`config.mk`:
```
export PLATFORM = sky130hd
export DESIGN_NAME = program_flow_branch_unit
export DESIGN_NICKNAME = d
export VERILOG_FILES = /design/src/rtl/return_stack.v /design/src/rtl/program_flow_branch_unit.v
export VERILOG_INCLUDE_DIRS = /design/src /design/src/rtl
export SDC_FILE = /design/constraint.sdc
export NUM_CORES = 1
export LEC_CHECK = 0
export ABC_AREA = 1
export BUFFER_PORTS_ARGS = -buffer_cell sky130_fd_sc_hd__buf_4
export CAP_MARGIN = 30
export CORE_ASPECT_RATIO = 1.2
export CORE_MARGIN = 2
export CORE_UTILIZATION = 60
export CTS_CLUSTER_SIZE = 30
export DETAILED_ROUTE_END_ITERATION = 6
export PLACE_DENSITY = 0.78
export SLEW_MARGIN = 20
export SYNTH_ARGS = -nofsm -noshare
export SYNTH_HDL_FRONTEND = slang
export SYNTH_SLANG_ARGS = --single-unit
```
`constraint.sdc`:
```
create_clock -name ref_clk -period 4.9 [get_ports ref_clk]
set_clock_uncertainty 0.15 [all_clocks]
set_input_delay 0.245 -clock ref_clk [delete_from_list [all_inputs] [get_ports ref_clk]]
set_output_delay 0.245 -clock ref_clk [all_outputs]
set_load 0.05 [all_outputs]
```
`src/rtl/flow_defs.vh`:
```
// constants for the program flow and branch unit: opcodes, condition codes,
// target forms, register offsets and reset values.
// assumes an included-once use from rtl/ and testbench/ sources.
`ifndef FLOW_DEFS_VH
`define FLOW_DEFS_VH

// operation classes delivered by the decoder
`define OP_NONE 3'h0
`define OP_JUMP 3'h1
`define OP_CALL 3'h2
`define OP_RET 3'h3
`define OP_RETI 3'h4
`define OP_DJNZ 3'h5

// condition tests
`define COND_ALWAYS 3'h0
`define COND_C 3'h1
`define COND_NC 3'h2
`define COND_Z 3'h3
`define COND_NZ 3'h4
`define COND_S 3'h5
`define COND_E 3'h6
`define COND_NE 3'h7

// branch target forms
`define TGT_REL8 3'h0
`define TGT_IMM8 3'h1
`define TGT_IMM16 3'h2
`define TGT_REG16 3'h3
`define TGT_REG8 3'h4

// register port offsets
`define ADDR_PROGRAM_COUNTER 3'h0
`define ADDR_HIGH_BYTE_PREFIX 3'h1
`define ADDR_LOOP_COUNT_0 3'h2
`define ADDR_LOOP_COUNT_1 3'h3
`define ADDR_STACK_POINTER 3'h4
`define ADDR_FLOW_STATUS 3'h5

// status register fields
`define STAT_ISR_ACTIVE 0
`define STAT_BAD_FORM 1

// reset values and return stack size
`define RESET_PC 16'h0000
`define RESET_PREFIX 8'h00
`define RESET_LOOP_COUNT 16'h0000
`define RESET_SP 4'hF
`define STACK_DEPTH 16
`define SP_WIDTH 4

`endif

```
`src/rtl/return_stack.v`:
```
// hardware return stack: 16 entries of 16 bits with an up-counting pointer.
// assumes push and pop are never requested in the same cycle.
`default_nettype none

`include "flow_defs.vh"

module return_stack (
  input wire ref_clk,
  input wire rst,
  input wire push,
  input wire pop,
  input wire [15:0] push_data,
  output wire [15:0] top_data,
  output reg [`SP_WIDTH-1:0] stack_pointer
);

  reg [15:0] mem [0:`STACK_DEPTH-1];
  wire [`SP_WIDTH-1:0] sp_inc;
  wire [`SP_WIDTH-1:0] sp_dec;

  assign sp_inc = stack_pointer + 4'h1;
  assign sp_dec = stack_pointer - 4'h1;
  // pop reads the current top before the pointer moves down
  assign top_data = mem[stack_pointer];

  // pointer wraps silently; overflow is software's problem, as on the core
  always @(posedge ref_clk or posedge rst) begin
    if (rst) begin
      stack_pointer <= `RESET_SP;
    end else if (push) begin
      stack_pointer <= sp_inc;
    end else if (pop) begin
      stack_pointer <= sp_dec;
    end
  end

  // entries are not reset: only the pointer has a defined value
  always @(posedge ref_clk) begin
    if (push) begin
      mem[sp_inc] <= push_data; // store at the new top
    end
  end

endmodule

`default_nettype wire

```
`src/rtl/program_flow_branch_unit.v`:
```
// program flow unit: jumps, calls, returns and counted loops for the core.
// assumes a decoder presents one instruction per cycle with instr_valid, and
// flags from the ALU on the same clock; fetch follows fetch_addr.
//
// Implementation choices: the address-and-strobe port and the placing of the registers.
`default_nettype none

`include "flow_defs.vh"

module program_flow_branch_unit (
  input wire ref_clk,
  input wire rst,
  // decoded instruction
  input wire instr_valid,
  input wire [2:0] op,
  input wire [2:0] cond,
  input wire [2:0] target_form,
  input wire [15:0] imm_value,
  input wire [15:0] src_reg_value,
  input wire loop_select,
  // status flags
  input wire flag_carry,
  input wire flag_equals,
  input wire flag_zero,
  input wire flag_sign,
  // interrupt entry from the interrupt controller
  input wire isr_enter,
  // register port
  input wire [2:0] reg_addr,
  input wire [15:0] reg_wdata,
  input wire reg_write,
  input wire reg_read,
  output reg [15:0] reg_rdata,
  // fetch side and status outputs
  output reg [15:0] fetch_addr,
  output reg discard,
  output reg isr_active_flag,
  output reg bad_form
);

  reg [15:0] program_counter_reg;
  reg [15:0] program_counter_next;
  reg [7:0] high_byte_prefix_reg;
  reg bad_form_sticky_reg;

  reg taken;
  reg do_push;
  reg do_pop;
  reg illegal;
  reg [15:0] loop_count_dec;
  reg [15:0] branch_target;

  wire [15:0] top_data;
  wire [`SP_WIDTH-1:0] stack_pointer;
  wire [15:0] seq_addr;
  wire wr_prefix;
  wire wr_status;
  wire [15:0] sel_loop_count;
  wire [15:0] loop_count_0;
  wire [15:0] loop_count_1;
  wire [31:0] loop_count_all;
  wire [1:0] lc_load;
  wire [1:0] lc_step;
  genvar n;

  // register write decode, shared by every writable register
  function wr_hit;
    input wr;
    input [2:0] addr;
    input [2:0] sel;
    begin
      wr_hit = wr && (addr == sel);
    end
  endfunction

  // instruction class decode, shared by the loop counters and the service flag
  function op_hit;
    input valid;
    input [2:0] code;
    input [2:0] want;
    begin
      op_hit = valid && (code == want);
    end
  endfunction

  // fetch_addr mirrors the program counter so fetch needs no adder of its own
  assign seq_addr = program_counter_reg + 16'h0001;
  assign wr_prefix = wr_hit(reg_write, reg_addr, `ADDR_HIGH_BYTE_PREFIX);
  assign wr_status = wr_hit(reg_write, reg_addr, `ADDR_FLOW_STATUS);
  assign lc_load[0] = wr_hit(reg_write, reg_addr, `ADDR_LOOP_COUNT_0);
  assign lc_load[1] = wr_hit(reg_write, reg_addr, `ADDR_LOOP_COUNT_1);
  assign lc_step[0] = op_hit(instr_valid, op, `OP_DJNZ) && !loop_select;
  assign lc_step[1] = op_hit(instr_valid, op, `OP_DJNZ) && loop_select;
  assign loop_count_0 = loop_count_all[15:0];
  assign loop_count_1 = loop_count_all[31:16];
  assign sel_loop_count = loop_select ? loop_count_1 : loop_count_0;

  // condition test shared by jumps, returns and interrupt returns
  function cond_true;
    input [2:0] c;
    input fc;
    input fe;
    input fz;
    input fs;
    begin
      case (c)
        `COND_ALWAYS: cond_true = 1'b1;
        `COND_C: cond_true = fc;
        `COND_NC: cond_true = ~fc;
        `COND_Z: cond_true = fz;
        `COND_NZ: cond_true = ~fz;
        `COND_S: cond_true = fs;
        `COND_E: cond_true = fe;
        `COND_NE: cond_true = ~fe;
        default: cond_true = 1'b0;
      endcase
    end
  endfunction

  // sign-extends a byte offset to a word for relative targets
  function [15:0] sext8;
    input [7:0] b;
    begin
      sext8 = {{8{b[7]}}, b};
    end
  endfunction

  // target resolution shared by jump, call and loop
  function [15:0] resolve_target;
    input [2:0] form;
    input [15:0] pc;
    input [15:0] imm;
    input [15:0] regv;
    input [7:0] prefix;
    begin
      case (form)
        `TGT_REL8: resolve_target = pc + sext8(imm[7:0]);
        `TGT_IMM8: resolve_target = {prefix, imm[7:0]};
        `TGT_IMM16: resolve_target = imm;
        `TGT_REG16: resolve_target = regv;
        `TGT_REG8: resolve_target = {prefix, regv[7:0]};
        default: resolve_target = pc;
      endcase
    end
  endfunction

  // equals tests with a register target are refused and act as no-ops
  function form_illegal;
    input [2:0] c;
    input [2:0] form;
    begin
      form_illegal = ((c == `COND_E) || (c == `COND_NE)) &&
                     ((form == `TGT_REG16) || (form == `TGT_REG8));
    end
  endfunction

  // a taken transfer picks the resolved target; everything else steps by one
  always @* begin
    taken = 1'b0;
    do_push = 1'b0;
    do_pop = 1'b0;
    illegal = 1'b0;
    loop_count_dec = sel_loop_count - 16'h0001;
    branch_target = resolve_target(target_form, program_counter_reg, imm_value,
                                   src_reg_value, high_byte_prefix_reg);
    program_counter_next = seq_addr;
    if (instr_valid) begin
      case (op)
        `OP_JUMP: begin
          illegal = form_illegal(cond, target_form);
          taken = ~illegal &&
                  cond_true(cond, flag_carry, flag_equals, flag_zero, flag_sign);
        end
        `OP_CALL: begin
          taken = 1'b1;
          do_push = 1'b1; // next address goes on the stack first
        end
        `OP_RET, `OP_RETI: begin
          // a false condition neither pops nor moves the pointer
          taken = cond_true(cond, flag_carry, flag_equals, flag_zero, flag_sign);
          do_pop = taken;
          branch_target = top_data;
        end
        `OP_DJNZ: begin
          taken = (loop_count_dec != 16'h0000);
        end
        default: begin
          taken = 1'b0;
        end
      endcase
      if (taken) begin
        program_counter_next = branch_target;
      end
    end
  end

  // the counter only moves when an instruction executes; idle cycles hold it
  always @(posedge ref_clk or posedge rst) begin
    if (rst) begin
      program_counter_reg <= `RESET_PC;
      fetch_addr <= `RESET_PC;
    end else if (instr_valid) begin
      program_counter_reg <= program_counter_next;
      fetch_addr <= program_counter_next;
    end
  end

  // the prefetched word behind a taken transfer must not execute
  always @(posedge ref_clk or posedge rst) begin
    if (rst) begin
      discard <= 1'b0;
    end else begin
      discard <= instr_valid && taken;
    end
  end

  // a refused form is flagged for one cycle beside the sticky status bit
  always @(posedge ref_clk or posedge rst) begin
    if (rst) begin
      bad_form <= 1'b0;
    end else begin
      bad_form <= illegal;
    end
  end

  // a prefix write arms one instruction; the next one consumes it
  // a write in the same cycle as an instruction wins, arming the one after
  always @(posedge ref_clk or posedge rst) begin
    if (rst) begin
      high_byte_prefix_reg <= `RESET_PREFIX;
    end else if (wr_prefix) begin
      high_byte_prefix_reg <= reg_wdata[7:0];
    end else if (instr_valid) begin
      high_byte_prefix_reg <= `RESET_PREFIX;
    end
  end

  // software loads win over a simultaneous decrement
  // each counter steps only when its own loop instruction executes
  generate
    for (n = 0; n < 2; n = n + 1) begin : loop_counter
      reg [15:0] count_reg;
      always @(posedge ref_clk or posedge rst) begin
        if (rst) begin
          count_reg <= `RESET_LOOP_COUNT;
        end else if (lc_load[n]) begin
          count_reg <= reg_wdata;
        end else if (lc_step[n]) begin
          count_reg <= loop_count_dec;
        end
      end
      assign loop_count_all[16*n+15:16*n] = count_reg;
    end
  endgenerate

  // entry sets the flag and wins over a return in the same cycle
  always @(posedge ref_clk or posedge rst) begin
    if (rst) begin
      isr_active_flag <= 1'b0;
    end else if (isr_enter) begin
      isr_active_flag <= 1'b1;
    end else if (op_hit(instr_valid, op, `OP_RETI) && taken) begin
      isr_active_flag <= 1'b0;
    end
  end

  // refused form is recorded until software writes a one to clear it
  always @(posedge ref_clk or posedge rst) begin
    if (rst) begin
      bad_form_sticky_reg <= 1'b0;
    end else if (illegal) begin
      bad_form_sticky_reg <= 1'b1;
    end else if (wr_status && reg_wdata[`STAT_BAD_FORM]) begin
      bad_form_sticky_reg <= 1'b0;
    end
  end

  // read multiplexer; unmapped offsets read as zero
  function [15:0] read_word;
    input [2:0] addr;
    input [15:0] pc_plus_one;
    input [7:0] prefix;
    input [15:0] count_0;
    input [15:0] count_1;
    input [`SP_WIDTH-1:0] sp;
    input bad;
    input isr;
    begin
      case (addr)
        `ADDR_PROGRAM_COUNTER: read_word = pc_plus_one;
        `ADDR_HIGH_BYTE_PREFIX: read_word = {8'h00, prefix};
        `ADDR_LOOP_COUNT_0: read_word = count_0;
        `ADDR_LOOP_COUNT_1: read_word = count_1;
        `ADDR_STACK_POINTER: read_word = {12'h000, sp};
        `ADDR_FLOW_STATUS: read_word = {14'h0, bad, isr};
        default: read_word = 16'h0000;
      endcase
    end
  endfunction

  // read data stand for one cycle only, so a stale word never looks fresh
  always @(posedge ref_clk or posedge rst) begin
    if (rst) begin
      reg_rdata <= 16'h0000;
    end else if (reg_read) begin
      reg_rdata <= read_word(reg_addr, seq_addr, high_byte_prefix_reg, loop_count_0,
                             loop_count_1, stack_pointer, bad_form_sticky_reg,
                             isr_active_flag);
    end else begin
      reg_rdata <= 16'h0000;
    end
  end

  return_stack stack_inst (
    .ref_clk(ref_clk),
    .rst(rst),
    .push(do_push),
    .pop(do_pop),
    .push_data(seq_addr),
    .top_data(top_data),
    .stack_pointer(stack_pointer)
  );

endmodule

`default_nettype wire

```
==> metrics.json <==
{
  "period_minus_slack_ns": 3.407,
  "hp-class": "in -> reg",
  "worst_path_max_delay_cell": "dfstp_2",
  "placeableCoreArea_sq_mm": 0.02635,
  "num-nets-final": 1859,
  "report.final.slew_viol_count": 0,
  "total_leakage_power_nw": 7.472,
  "top_level_ports": 106,
  "drt-total-wl_mm": 47.68,
  "hold_ws_ns": 0.03997,
  "yosys_register_bits": 336,
  "cts-root-to-sink-buffers": 3,
  "drt_iter0_markers": 1690,
  "wl_per_cell_um": 22.48,
  "most_numerous_cell_in_the_yosys_netlist": "nand2_1",
  "grt-ovfl-total": 0,
  "min_path_cells": 3,
  "largest_register_ff_count": 256,
  "antenna_found_initial": 0,
  "tns_ns": 0,
  "fmaxAchievable_mhz": 293.5,
  "clock_insertion_delay_at_the_later_pin_of_the_skew_report_ns": 0.55,
  "fillCellCount": 1864,
  "most_heavily_used_metal_layer_in_global_routing": "met2",
  "postCtsHoldBufs": 24,
  "worst_setup_path_start_kind": "flop",
  "finalCritPeriodShare_pct": 69.54,
  "r2r_end": "stack_inst.mem[7][1]",
  "dpl.cell_count": 2040,
  "ys.flop_type": "edfxtp_1",
  "cts_root_buf": "clkbuf_16",
  "first_pass_grt_wire_length_mm": 73.28,
  "drt_first_pass_iters": 5,
  "mappedNetlistNets": 1711,
  "detailed_place_hpwl_mm": 31.69,
  "registers.top_by_ff_count": "stack_inst.mem",
  "timing.slew.headroom_pct": 38.77,
  "syn-cell-area_sq_mm": 0.01606,
  "r2r.worst_path.cells": 6,
  "layoutNonFillerInstCount": 2121,
  "starting_density_of_the_core_pct": 60.94,
  "grt_use_met1_pct": 43.31,
  "multi_input_gate_area_in_the_final_layout_sq_mm": 0.005609,
  "placed_area_sq_mm": 0.01738,
  "cts_made_buffers": 31,
  "path_class": "reg -> reg",
  "antenna-diode-count": 0,
  "synth_cell_types": 50,
  "setup_violations": 0,
  "ys_top_cells_by_area": "edfxtp_1 (48%), dfrtp_1 (12%), nand2_1 (8.8%)",
  "path_clk_slew_ns": 0.06,
  "post-route-cell-area_sq_mm": 0.01867,
  "drive_above_1_share_pct": 13.94,
  "fp-row-count": 65,
  "timing.critical_path.required_ns": 4.98,
  "synth_top_area_share_pct": 47.87,
  "ctsHtreeMaxLevel": 1,
  "cp_cell_sequence": "buf_4 -> nand3_1 -> xor2_1 -> nand2_1 -> nor2_1 -> buf_4",
  "pin_count_of_the_biggest_net_entering_global_routing": 61,
  "critical_path.max_stage_delay_ns": 0.75,
  "floorplan.die.width_um": 153.3,
  "areaGrowthSynthToFinish_pct": 16.24,
  "type_of_destination_of_the_critical_path": "flop",
  "timing.final.hold_violations": 0,
  "crit_path_start": "stack_inst.stack_pointer[0]",
  "critical_path_arrival_ns": 3.49,
  "maxCapViolCount": 0,
  "synth_common_cells": "nand2_1 (375), edfxtp_1 (256), nor2_1 (178), inv_1 (119), o21ai_0 (115)",
  "regToRegSetupSlack_ns": 1.49,
  "max_slew.worst_pin.slew_ns": 0.9163,
  "vias": 13344,
  "route.detailed.vias_per_inst": 6.291,
  "detail-route-antenna-nets": 0,
  "yosys_warnings": 0,
  "synthesized_instance_count": 1615,
  "area_of_the_die_sq_mm": 0.02810,
  "worstSetupEndpoint": "stack_inst.mem[7][1]",
  "rr_startpoint": "stack_inst.stack_pointer[0]",
  "io_port_bufs": 105,
  "vias_in_the_first_global_route": 13253,
  "cts_repair_resize_count": 0,
  "syn_area_per_cell_sq_um": 9.944,
  "gp_routability_congestion": 0.9186,
  "status": "finished clean",
  "tritoncts_num_sinks": 336,
  "async_reset_ff_share_pct": 23.81,
  "globalRouteTotalUtil_pct": 33.82,
  "die_y_um": 183.2,
  "regArea_sq_mm": 0.009694,
  "power_density_mw_per_mm2": 531.3,
  "rsz0062_at_grt": "no",
  "vdd_drop_max_mv": 0.3084,
  "clock_tree_from_tritoncts": "done",
  "met3_resource_use_gr_pct": 5.813,
  "cts.repair_timing.setup_buffer_count": 0,
  "post-synth-top-area-cell": "edfxtp_1",
  "synth_enable_flop_cells": 256,
  "timing.critical_path.fanout_max": 23,
  "drc": 0,
  "worst_path_most_repeated_cell": "buf_4",
  "synth_sequential_area_ratio_pct": 60.37,
  "grt.met2_usage_pct": 56.09
}
## where the power goes
group          internal, W  switching (W)
logic              0.00108        0.00256
registers          0.00354       0.000276
clock network      0.00143        0.00103
## cell type report
type	instances	share of cell area, %
Clock buffer	46	4.860
Clock inverter	10	0.7038
Inverter	125	2.547
Multi-Input combinational cell	1090	30.05
Sequential cell	336	51.93
Tap cell	335	2.245
Timing Repair Buffer	179	7.661
## how the worst min path moves through the flow
stage,start,end,slack [ns]
after global placement,rst,program_counter_reg[7],0.28
after floorplan,isr_enter,isr_active_flag,0.19
after CTS,reg_read,reg_rdata[10],0.02
after detailed placement,rst,program_counter_reg[7],0.29
after global routing,op[0],bad_form,0.07
final,reg_read,reg_rdata[10],0.04
## worst max-delay path: cells and delay by family, from the launching register on
| family | cells | cell delay, ns |
|---|---|---|
| simple gates | 3 | 1.05 |
| flops | 1 | 0.75 |
| buf+inv | 2 | 0.73 |
| xor+xnor | 1 | 0.40 |
## cells in the final DEF (no fill, tap or decap), types with 31 or more instances in the layout
cell	n
nand2_1	375
edfxtp_1	256
nor2_1	175
buf_4	150
inv_1	118
o21ai_0	115
nand3_1	78
dfrtp_1	76
o22ai_1	70
o221ai_1	38
a21oi_1	33
clkbuf_16	31
## routing by layer
metal	vias to the layer above	share of wire (%)	wire length, um
met2	852	48	22810
met3	172	10	4906
met4	0	5.6	2670
met1	6340	36	17290
met5	-	0	0
li1	5980	-	-
## stage by stage
step / setup WS [ns] / power [W] / utilization, %
final: 1.493 / 0.009917 / 70.84
after global routing: 1.290 / 0.01035 / 70.84
after CTS: 1.554 / 0.009820 / 70.80
after detailed placement: 1.437 / 0.007363 / 65.94
after global placement: 1.522 / 0.007266 / 65.75
after floorplan: 1.744 / 0.006082 / -
## cells by family (layout without fill, tap and decap cells)
logic type,Yosys count,after routing,synth area share (%)
and+or+nand+nor,703,703,18.23
AOI/OAI and AO/OA,339,339,13.31
adders and majority gates,25,25,1.995
DFF,336,336,60.37
buffers and inverters,189,360,4.846
xor gates and xnor gates,23,23,1.254
Note: power is estimated with default switching activity, not from simulation.
